File: src/rtl/bns_pkg.sv
// shared constants and types for the byte nonvolatile store
package bns_pkg;
  // store geometry and endurance policy
  localparam int LOG_BYTES = 64;
  localparam int PHYS_SLOTS = 65;
  localparam int MAINT_PERIOD = 200;
  localparam int CTX_BYTES = 16;
  // flash timings in microseconds, counted on the flash timing tick
  localparam int WR_MIN_US = 126;
  localparam int WR_MAX_US = 136;
  localparam int WR_TIME_US = 131;
  localparam int RD_MIN_US = 71;
  localparam int RD_MAX_US = 258;
  localparam int RD_TIME_US = 100;
  localparam int MAINT_MAX_US = 58000;
  localparam int MAINT_WAIT_US = 57000;
  // core clock and the matching tick divider at this rate
  localparam int CLK_PERIOD_NS = 4;
  localparam int US_NS = 1000;
  localparam int US_CYCLES = US_NS / CLK_PERIOD_NS;

  typedef enum logic [2:0] {
    ST_IDLE = 3'h0,
    ST_RD_ISSUE = 3'h1,
    ST_RD_WAIT = 3'h2,
    ST_WR_WAIT = 3'h3,
    ST_MV_RD = 3'h4,
    ST_MV_WR = 3'h5,
    ST_MT_WAIT = 3'h6,
    ST_DONE = 3'h7
  } bns_state_t;

  typedef enum logic {
    OP_READ = 1'b0,
    OP_WRITE = 1'b1
  } bns_op_t;

  typedef struct packed {
    bns_op_t op;
    logic [7:0] addr;
    logic [7:0] wdata;
    logic [CTX_BYTES*8-1:0] ctx;
  } bns_req_t;

  typedef struct packed {
    logic [7:0] rdata;
    logic err;
  } bns_rsp_t;
endpackage

File: src/rtl/bns_store.sv
// byte nonvolatile store: request engine, wear levelling, timing
//
// Overview of operation
// - 64 logical bytes; unavailable (error answer) in largest flash mode.
// - over 100,000 cumulative writes survive through wear spreading.
// - bytes live in flash; physical slot of each byte rotates over time.
// - exactly two operations, read and write, sharing one request entry, chosen by op.
// - address is one byte; write and read data are one byte each.
// - caller's 16-byte working set saved at entry, returned at completion.
// - interrupt servicing stays enabled throughout every operation.
// - plain byte write lasts 126 to 136 microseconds.
// - every 200th write adds maintenance; that write lasts up to 58 ms.
module bns_store
  import bns_pkg::*;
#(
  parameter int LOG_N = LOG_BYTES,
  parameter int PHYS_N = PHYS_SLOTS,
  parameter int MAINT_N = MAINT_PERIOD,
  parameter int WR_US = WR_TIME_US,
  parameter int RD_US = RD_TIME_US,
  parameter int MT_US = MAINT_WAIT_US
)(
  input wire logic core_clk,
  input wire logic reset,
  input wire logic req_valid,
  input wire bns_req_t req_in,
  input wire logic [15:0] flash_div,
  input wire logic big_flash_mode,
  output logic req_ready,
  output logic done,
  output bns_rsp_t rsp,
  output logic [CTX_BYTES*8-1:0] rsp_ctx,
  output logic irq_service_en
);

  typedef struct packed {
    bns_state_t state;
    bns_req_t req;
    bns_rsp_t rsp;
    logic [15:0] cyc;
    logic [15:0] us;
    logic [15:0] tot_us;
    logic [6:0] rot;
    logic [7:0] wcnt;
    logic [5:0] idx;
    logic maint;
  } bns_st_t;

  bns_st_t st_ff;
  bns_st_t nxt_st;
  logic mem_re;
  logic [6:0] mem_ra;
  logic mem_we;
  logic [6:0] mem_wa;
  logic [7:0] mem_wd;
  logic [7:0] mem_rdata;
  logic [15:0] div_eff;
  logic tick;

  // logical byte plus rotation, wrapped over the physical slots
  function automatic logic [6:0] phys(input logic [6:0] a,
                                      input logic [6:0] r);
    logic [7:0] s;
    s = {1'b0, a} + {1'b0, r};
    if (s >= 8'(PHYS_N))
    begin
      s = s - 8'(PHYS_N);
    end
    return s[6:0];
  endfunction

  ////////////////////////////////////////////////////////////////////////
  // flash array
  bns_mem #(
    .DEPTH(PHYS_N),
    .WIDTH(8),
    .AW(7)
  ) u_mem (
    .core_clk(core_clk),
    .rd_en(mem_re),
    .rd_addr(mem_ra),
    .wr_en(mem_we),
    .wr_addr(mem_wa),
    .wr_data(mem_wd),
    .rd_data(mem_rdata)
  );

  ////////////////////////////////////////////////////////////////////////
  // caller-set tick divider
  assign div_eff = (flash_div == 16'h0000) ? 16'h0001 : flash_div;
  assign tick = ({1'b0, st_ff.cyc} + 17'h00001) >= {1'b0, div_eff};

  always_comb
  begin
    nxt_st = st_ff;
    mem_re = 1'b0;
    mem_ra = 7'h00;
    mem_we = 1'b0;
    mem_wa = 7'h00;
    mem_wd = 8'h00;
    if (tick)
    begin
      nxt_st.cyc = 16'h0000;
      nxt_st.us = st_ff.us + 16'h0001;
      nxt_st.tot_us = st_ff.tot_us + 16'h0001;
    end
    else
    begin
      nxt_st.cyc = st_ff.cyc + 16'h0001;
    end
    case (st_ff.state)
      ST_IDLE:
      begin
        nxt_st.cyc = 16'h0000;
        nxt_st.us = 16'h0000;
        if (req_valid)
        begin
          nxt_st.req = req_in;
          nxt_st.tot_us = 16'h0000;
          nxt_st.maint = 1'b0;
          nxt_st.rsp.err = 1'b0;
          // store absent or address out of range
          if (big_flash_mode || (req_in.addr >= 8'(LOG_N)))
          begin
            nxt_st.rsp.err = 1'b1;
            nxt_st.state = ST_DONE;
          end
          else if (req_in.op == OP_WRITE)
          begin
            mem_we = 1'b1;
            mem_wa = phys(req_in.addr[6:0], st_ff.rot);
            mem_wd = req_in.wdata;
            nxt_st.state = ST_WR_WAIT;
          end
          else
          begin
            nxt_st.state = ST_RD_ISSUE;
          end
        end
      end
      ST_RD_ISSUE:
      begin
        mem_re = 1'b1;
        mem_ra = phys(st_ff.req.addr[6:0], st_ff.rot);
        nxt_st.state = ST_RD_WAIT;
      end
      ST_RD_WAIT:
      begin
        if (st_ff.us >= 16'(RD_US))
        begin
          nxt_st.rsp.rdata = mem_rdata;
          nxt_st.state = ST_DONE;
        end
      end
      ST_WR_WAIT:
      begin
        if (st_ff.us >= 16'(WR_US))
        begin
          if (st_ff.wcnt == 8'(MAINT_N - 1))
          begin
            nxt_st.wcnt = 8'h00;
            nxt_st.maint = 1'b1;
            nxt_st.idx = 6'(LOG_N - 1);
            nxt_st.state = ST_MV_RD;
          end
          else
          begin
            nxt_st.wcnt = st_ff.wcnt + 8'h01;
            nxt_st.state = ST_DONE;
          end
        end
      end
      ST_MV_RD:
      begin
        mem_re = 1'b1;
        mem_ra = phys({1'b0, st_ff.idx}, st_ff.rot);
        nxt_st.state = ST_MV_WR;
      end
      ST_MV_WR:
      begin
        // shift each byte up one slot, top first; the spare slot
        // keeps the top move from overwriting a live byte
        mem_we = 1'b1;
        mem_wa = phys({1'b0, st_ff.idx}, st_ff.rot + 7'h01);
        mem_wd = mem_rdata;
        if (st_ff.idx == 6'h00)
        begin
          // rotation spreads wear over every slot
          nxt_st.rot = (st_ff.rot == 7'(PHYS_N - 1)) ? 7'h00 :
                       st_ff.rot + 7'h01;
          nxt_st.cyc = 16'h0000;
          nxt_st.us = 16'h0000;
          nxt_st.state = ST_MT_WAIT;
        end
        else
        begin
          nxt_st.idx = st_ff.idx - 6'h01;
          nxt_st.state = ST_MV_RD;
        end
      end
      ST_MT_WAIT:
      begin
        // erase time of the maintenance pass
        if (st_ff.us >= 16'(MT_US))
        begin
          nxt_st.state = ST_DONE;
        end
      end
      ST_DONE:
      begin
        nxt_st.state = ST_IDLE;
      end
      default:
      begin
        nxt_st.state = ST_IDLE;
      end
    endcase
  end

  always_ff @(posedge core_clk)
  begin
    if (reset)
    begin
      st_ff <= '0;
    end
    else
    begin
      st_ff <= nxt_st;
    end
  end

  ////////////////////////////////////////////////////////////////////////
  // one request at a time, completion after flash work
  assign req_ready = (st_ff.state == ST_IDLE);
  assign done = (st_ff.state == ST_DONE);
  assign rsp = st_ff.rsp;
  assign rsp_ctx = st_ff.req.ctx;
  // interrupts never masked on the caller's behalf
  assign irq_service_en = 1'b1;
endmodule // bns_store

File: src/rtl/bns_mem.sv
// flash array model: one write port, one registered read port
module bns_mem
  import bns_pkg::*;
#(
  parameter int DEPTH = PHYS_SLOTS,
  parameter int WIDTH = 8,
  parameter int AW = 7
)(
  input wire logic core_clk,
  input wire logic rd_en,
  input wire logic [AW-1:0] rd_addr,
  input wire logic wr_en,
  input wire logic [AW-1:0] wr_addr,
  input wire logic [WIDTH-1:0] wr_data,
  output logic [WIDTH-1:0] rd_data
);

  typedef struct packed {
    logic [DEPTH-1:0][WIDTH-1:0] arr;
    logic [WIDTH-1:0] rdata;
  } bns_mem_st_t;

  bns_mem_st_t mem_ff;
  bns_mem_st_t nxt_mem;

  // contents survive reset, as flash does
  always_comb
  begin
    nxt_mem = mem_ff;
    if (rd_en && (32'(rd_addr) < DEPTH))
    begin
      nxt_mem.rdata = mem_ff.arr[rd_addr];
    end
    if (wr_en && (32'(wr_addr) < DEPTH))
    begin
      nxt_mem.arr[wr_addr] = wr_data;
    end
  end

  always_ff @(posedge core_clk)
  begin
    mem_ff <= nxt_mem;
  end

  assign rd_data = mem_ff.rdata;

endmodule // bns_mem

File: config.mk
export PLATFORM = sky130hd
export DESIGN_NAME = bns_store
export DESIGN_NICKNAME = d
export VERILOG_FILES = /design/src/rtl/bns_pkg.sv /design/src/rtl/bns_store.sv /design/src/rtl/bns_mem.sv
export SDC_FILE = /design/constraint.sdc
export NUM_CORES = 1
export LEC_CHECK = 0
export BUFFER_PORTS_ARGS = -buffer_cell sky130_fd_sc_hd__buf_2
export CELL_PAD_IN_SITES_DETAIL_PLACEMENT = 0
export CELL_PAD_IN_SITES_GLOBAL_PLACEMENT = 1
export CORE_MARGIN = 10
export CORE_UTILIZATION = 35
export DETAILED_ROUTE_END_ITERATION = 12
export PLACE_DENSITY_LB_ADDON = 0.1
export SLEW_MARGIN = 30
export SYNTH_ARGS = -nofsm -noshare
export SYNTH_HDL_FRONTEND = slang
export SYNTH_SLANG_ARGS = --single-unit
File: constraint.sdc
create_clock -name core_clk -period 7.9 [get_ports core_clk]
set_input_delay 0.395 -clock core_clk [delete_from_list [all_inputs] [get_ports core_clk]]
set_output_delay 0.395 -clock core_clk [all_outputs]
set_load 0.05 [all_outputs]
Word level (Yosys, flattened, before mapping). Index checks and enable logic that the tools add are counted.

Add/subtract/negate cells: 15. Magnitude comparators: 14. Eq/ne operators: 15. Muxes and demuxes: 46. Reductions and logical operators: 15.

Operators with widths (number): 520-bit bitwise mux (1); 148-bit 2-to-1 mux (1); 7-bit 2-to-1 mux (10); 16-bit 2-to-1 mux (4); 32-bit 2-to-1 mux (2); 32-bit one-hot mux with 2 select lines (1); 8-bit binary-select mux with 7-bit select (1); 8-bit demux with 7-bit select (1); 16-bit by 1-bit adder with 16-bit output (second input constant) (3); 8-bit 2-to-1 mux (6); 8-bit by 7-bit >= comparator with 1-bit output (second input constant) (5); 7-bit one-hot mux with 2 select lines (2); 7-bit subtractor (second input constant) (4); 3-bit one-hot mux with 8 select lines (1); 16-bit by 1-bit adder with 17-bit output (second input constant) (1); 17-bit by 16-bit >= comparator with 1-bit output (1); 6-bit by 7-bit adder with 8-bit output (2); 7-bit by 7-bit adder with 8-bit output (2); 16-bit >= comparator (second input constant) (1); 16-bit by 7-bit >= comparator with 1-bit output (second input constant) (1); 16-bit by 8-bit >= comparator with 1-bit output (second input constant) (1); 16-bit zero test (1); 7-bit by 8-bit < comparator with 1-bit output (second input constant) (2); 8-bit one-hot mux with 2 select lines (1); other kinds (25) (50).

Flip-flop bits (word level): 754. Bits of input ports: 165. Output and inout bits: 140. Word-level logic and storage cells: 184.

Logic depth before layout (Yosys ltp).
Word-level depth: 12. Gate-level depth with buffers: 20. Mapped depth without buffers: 17.

Modules after synthesis. From an unflattened synthesis, not the netlist that was laid out.

Cells, all modules: 2461. Area, all modules: 32105.8 um^2.

Modules (own cells, without submodules): bns_mem (instances 1, cells an instance 1028, area an instance 20880.0 um^2, sequential area each 15855.2 um^2); bns_store (instances 1, cells an instance 1433, area an instance 11225.8 um^2, sequential area each 4003.8 um^2).

Least setup slack after synthesis. No wires, ideal clock.

Path kind: register to register. Start: register st_ff[16] (netlist bit). End: register u_mem.mem_ff[520] (netlist bit) (enable). Setup time: 0.395 ns. Arrival: 4.201 ns. Required time: 7.505 ns. Slack: 3.304 ns. Stages on the path, launching flop included: 16. Path buffers: 0. Period minus slack after synthesis: 4.596 ns. Cell sequence: dfxtp_1 > inv_1 > ha_1 > fa_1 > a21o_1 > a21oi_1 > xnor2_1 > nor2_1 > nor4b_1 > o22a_1 > nor3_1 > xor2_1 > a22oi_1 > and2_1 > nand2_1 > nor4_1.

Cells in the longest elaborated chain, start to end: 9. Elaborated cells on any way between the ends: 15. Classes of those cells: add/sub (5); order compare (3); mux (6); reduce/logical (1).

Ends and longest elaborated chain: start: declaration (line bns_store.sv:49) `bns_st_t st_ff;`; start signal: assignment (line bns_store.sv:228) `st_ff <= nxt_st;`; parallel branches: the longest is 6 deep, another holds 6-bit by 7-bit adder with 8-bit output; 7-bit one-hot mux with 2 select lines (*) (line bns_store.sv:111) `case (st_ff.state)`; 7-bit < comparator (*) (line bns_mem.sv:34) `if (wr_en && (32'(wr_addr) < DEPTH))`; 1-bit logical AND (*) (line bns_mem.sv:34); end signal: assignment (line bns_mem.sv:42) `mem_ff <= nxt_mem;`; end: declaration (line bns_mem.sv:23) `bns_mem_st_t mem_ff;`.

Every way passes the cells marked *. A chain may end at the register's enable or synchronous reset.

Worst setup path after layout.
Start: register st_ff[15] (netlist bit). End: register u_mem.mem_ff, in the netlist u_mem.rd_data[5] (data pin).

Cells in the longest elaborated chain, start to end: 6. Elaborated cells on any way between the ends: 11. Classes of those cells: add/sub (4); order compare (2); mux (5).

Ends and longest elaborated chain: 6-bit by 7-bit adder with 8-bit output / 7-bit by 7-bit adder with 8-bit output (equally long branches) (line bns_store.sv:64) `s = {1'b0, a} + {1'b0, r};`; 7-bit subtractor / 8-bit by 7-bit >= comparator with 1-bit output (equally long branches) (line bns_store.sv:67, bns_store.sv:65); 7-bit 2-to-1 mux (line bns_store.sv:65) `if (s >= 8'(PHYS_N))`; 7-bit one-hot mux with 2 select lines (*) (line bns_store.sv:111); 8-bit binary-select mux with 7-bit select (*) (line bns_mem.sv:32) `nxt_mem.rdata = mem_ff.arr[rd_addr];`; 8-bit 2-to-1 mux (not written as such) (*) (line bns_mem.sv:32).

Mark *: on every way between the ends. The rest lies on a longest branch, timed or not. The select of a mux whose other input is x is not followed.

==> results.sh <==
export IMPL_status="completed"
export IMPL_yosysWarnings=0
export IMPL_worstPathArrival_ps=6180
export IMPL_antenna_found_initial=0
export IMPL_end_kind="flop"
export IMPL_wl_per_cell_um=22.7
export IMPL_yosys_area_top_type_share_pct=48.4
export IMPL_rows=112
export IMPL_worstHoldStart="req_in[141]"
export IMPL_netlist_top_cells_area="edfxtp_1 (48%), dfxtp_1 (12%), nand2_1 (7.7%)"
export IMPL_grt_setup_unrepaired="no"
export IMPL_numCtsBuffers=84
export IMPL_p_sw_uw=3640
export IMPL_startpoint_type="flop"
export IMPL_cts_resized=0
export IMPL_syn_area_um2=32700
export IMPL_vias=23600
export IMPL_grt_total_usage_pct=18.9
export IMPL_slew_violations=0
export IMPL_p_int_uw=7250
export IMPL_finalHoldViolCount=0
export IMPL_slew_headroom_pct=34.3
export IMPL_swShare_pct=33.4
export IMPL_powerDensity_nw_per_um2=283
export IMPL_htreeDepth=3
export IMPL_grt_ovfl_total=0
export IMPL_drt_iter0_markers=1827
export IMPL_syn_inst=2995
export IMPL_grt_pass1_wl_um=155000
export IMPL_ys_seq_area_share_pct=60.7
export IMPL_die_area_um2=106000
export IMPL_synth_nets=3222
export IMPL_pwr_share_comb_pct=24.0
export IMPL_root_buffer="clkbuf_16"
export IMPL_holdWs_ps=49.4
export IMPL_reg2reg_depth=16
export IMPL_synth_seq_cells=728
export IMPL_antenna_cells=0
export IMPL_die_w_um=326
export IMPL_p_seq_share_pct=40.9
export IMPL_critical_path_class="reg -> reg"
export IMPL_ant_nets=0
export IMPL_fmax_mhz=176
export IMPL_drc_errors=0
export IMPL_drt_total_wl_um=104000
export IMPL_reg2reg_setup_slack_ps=2220
export IMPL_grt_max_degree=109
export IMPL_initial_core_util_pct=35.2
export IMPL_utilization_pct=41.3
export IMPL_synth_ff_type="edfxtp_1"
export IMPL_cap_violations=0
export IMPL_viasPerCell=5.16
export IMPL_core_area_um2=93000
export IMPL_hp_class="in -> reg"
export IMPL_nFillCells=9054
export IMPL_whs_path_depth=3
export IMPL_ys_types=85
export IMPL_grt_pass1_vias=23300
export IMPL_power_leakage_uw=0.0146
export IMPL_place_gp_congestion=0.825
export IMPL_dp_hpwl_um=68800
export IMPL_numClockSinks=728
export IMPL_crit_required_ps=8400
export IMPL_drtPass1Iterations=5
export IMPL_worstPathMaxFanout=61
export IMPL_timing_rr_start="st_ff[15]$_SDFFE_PP0P_"
export IMPL_r2r_end="u_mem.rd_data[5]$_DFFE_PP_"
export IMPL_clk_pin_slew_worst_paths_ps=60
export IMPL_clkPwrFrac_pct=35.1
export IMPL_cts_hold_buf=130
export IMPL_worst_pin_slew_ps=975
export IMPL_synth_avg_cell_area_um2=10.9
export IMPL_synth_edff_count=528
export IMPL_numPortBuffers=303
export IMPL_postCtsSetupBuffers=0
export IMPL_pin_count=305
export IMPL_cts_tree="built"
export IMPL_die_h_um=326
export IMPL_clkLatencyLatePin_ps=650
export IMPL_fin_crit_sh_pct=71.8
export IMPL_ir_worst_vdd_mv=0.152
export IMPL_cts_path_max_buffers=3
export IMPL_multi_input_area_um2=11100
export IMPL_nets=3481
export IMPL_tns_ps=0
export IMPL_seqCellArea_um2=19900
export IMPL_layout_min_cycle_time_ps=5680
export IMPL_fin_skew_ps=21.6
export IMPL_area_growth_pct=17.6
export IMPL_hold_end="st_ff[220]$_SDFFE_PP0P_"
export IMPL_synth_area_leader_cell="edfxtp_1"
export IMPL_post_route_cells_drive_above_1_share_pct=16.1
export IMPL_setup_violations_final=0
export IMPL_async_reset_ff_share_pct=0
placed cells by master (no fill, tap or decap), types with 12 or more instances in the layout:
master	netlist	routed
a21oi_1	212	212
a221oi_1	12	12
a311oi_1	16	16
a31oi_1	34	34
and3_1	48	47
buf_2	39	303
buf_4	147	30
clkbuf_1	89	17
clkbuf_16	0	85
clkinv_1	0	15
clkinv_2	0	12
dfxtp_1	200	200
dlygate4sd3_1	0	130
edfxtp_1	528	528
ha_1	58	58
inv_1	46	46
mux2i_1	84	84
nand2_1	668	667
nand2b_1	15	15
nand3_1	136	134
nand4_1	21	21
nor2_1	176	165
nor2_2	3	13
nor2b_1	22	22
nor3_1	40	36
o21ai_0	52	51
or3_1	16	15
xnor2_1	34	34
xor2_1	31	31
worst max path at each step:
stage / start / cells past startpoint / end
after floorplan: st_ff[16]$_SDFFE_PP0P_ / 15 / u_mem.mem_ff[520]$_DFFE_PP_
after global placement: st_ff[16]$_SDFFE_PP0P_ / 11 / u_mem.rd_data[0]$_DFFE_PP_
after detailed placement: st_ff[16]$_SDFFE_PP0P_ / 11 / u_mem.rd_data[3]$_DFFE_PP_
after CTS: st_ff[16]$_SDFFE_PP0P_ / 11 / u_mem.rd_data[6]$_DFFE_PP_
after global routing: st_ff[16]$_SDFFE_PP0P_ / 14 / u_mem.rd_data[3]$_DFFE_PP_
final: st_ff[15]$_SDFFE_PP0P_ / 16 / u_mem.rd_data[5]$_DFFE_PP_
critical path, cell delays in order, from the launching register on:
cell      delay (ps)
dfxtp_1          490
ha_1             260
fa_1             470
inv_1            120
ha_1             170
and2_1           170
o221ai_1         240
o21ai_0          350
mux2i_1          450
or2_4            750
buf_4            620
nand2_1          110
and3_1           200
a311oi_1         350
o21ai_0          310
a32oi_1          280
o31a_1           160
layout make-up:
type                       count  share of cell area, %
timing repair buffer         468                   8.12
tap                         1254                   4.08
multi-input combinational   1926                   28.8
sequential                   728                   51.6
clock inverter                45                   1.14
clock buffer                 106                   5.84
inverter                      46                  0.449
power by group through the flow:
stage | Sequential, uW | Clock (uW) | Combinational (uW)
after floorplan | 4470 | 0 | 1940
after global placement | 4530 | 0 | 2550
after detailed placement | 4530 | 0 | 2570
after CTS | 4450 | 3920 | 2630
after global routing | 4470 | 4080 | 2830
final | 4450 | 3830 | 2610
routing by layer:
layer	GRT usage [%]	up-vias	part of all wire, %
met2	30.4	742	46
li1	-	11100	-
met1	26.1	11600	46
met5	0	-	0
met4	4.89	0	2.2
met3	3.31	139	5.8
logic make-up (layout without fill, tap and decap cells):
group,Yosys count,count (layout),synth area share [%]
other cells,1,1,0.0115
xor+xnor,65,65,1.74
compound gates,497,497,9.86
fa+ha+maj,62,62,2.46
mux,93,93,3.05
buf+inv,341,665,5.93
flops,728,728,60.7
simple gates,1208,1208,16.3
state kept, by name, summed over array words and instances (netlist names):
name / cells
rsp_ctx: 128
rsp: 9
u_mem.rd_data: 8
u_mem.mem_ff: 520
st_ff: 63
through the flow:
step	instances	total power [uW]	worst slack (ps)	area, um2
after floorplan	2995	6410	3300	32700
after global placement	4290	7080	2140	34400
after detailed placement	4291	7110	2060	34400
after CTS	4572	11000	2020	38400
after global routing	4573	11400	1800	38500
final	4573	10900	2220	38500
cells in the mapped netlist, types with 8 or more instances:
master      n
o211ai_1   10
a221oi_1   12
nor2_1    176
buf_1      12
nand4_1    21
a22o_1     16
buf_4     147
buf_2      39
clkbuf_1   89
nand2_1   668
o31ai_1     8
o21ai_0    52
a311oi_1   16
a21o_1      8
inv_1      46
or3_1      16
and2_1     10
a21oi_1   212
o21a_1      8
nand2b_1   15
nor4_1     12
or2_2      11
mux2i_1    84
a211oi_1   10
a41oi_1     8
buf_6       8
nor3_1     40
nor2b_1    22
a31oi_1    34
ha_1       58
and3_1     48
dfxtp_1   200
xnor2_1    34
xor2_1     31
o22ai_1    11
a22oi_1    11
edfxtp_1  528
nand3_1   136
a32oi_1    11
(Power assumes the default switching activity.)
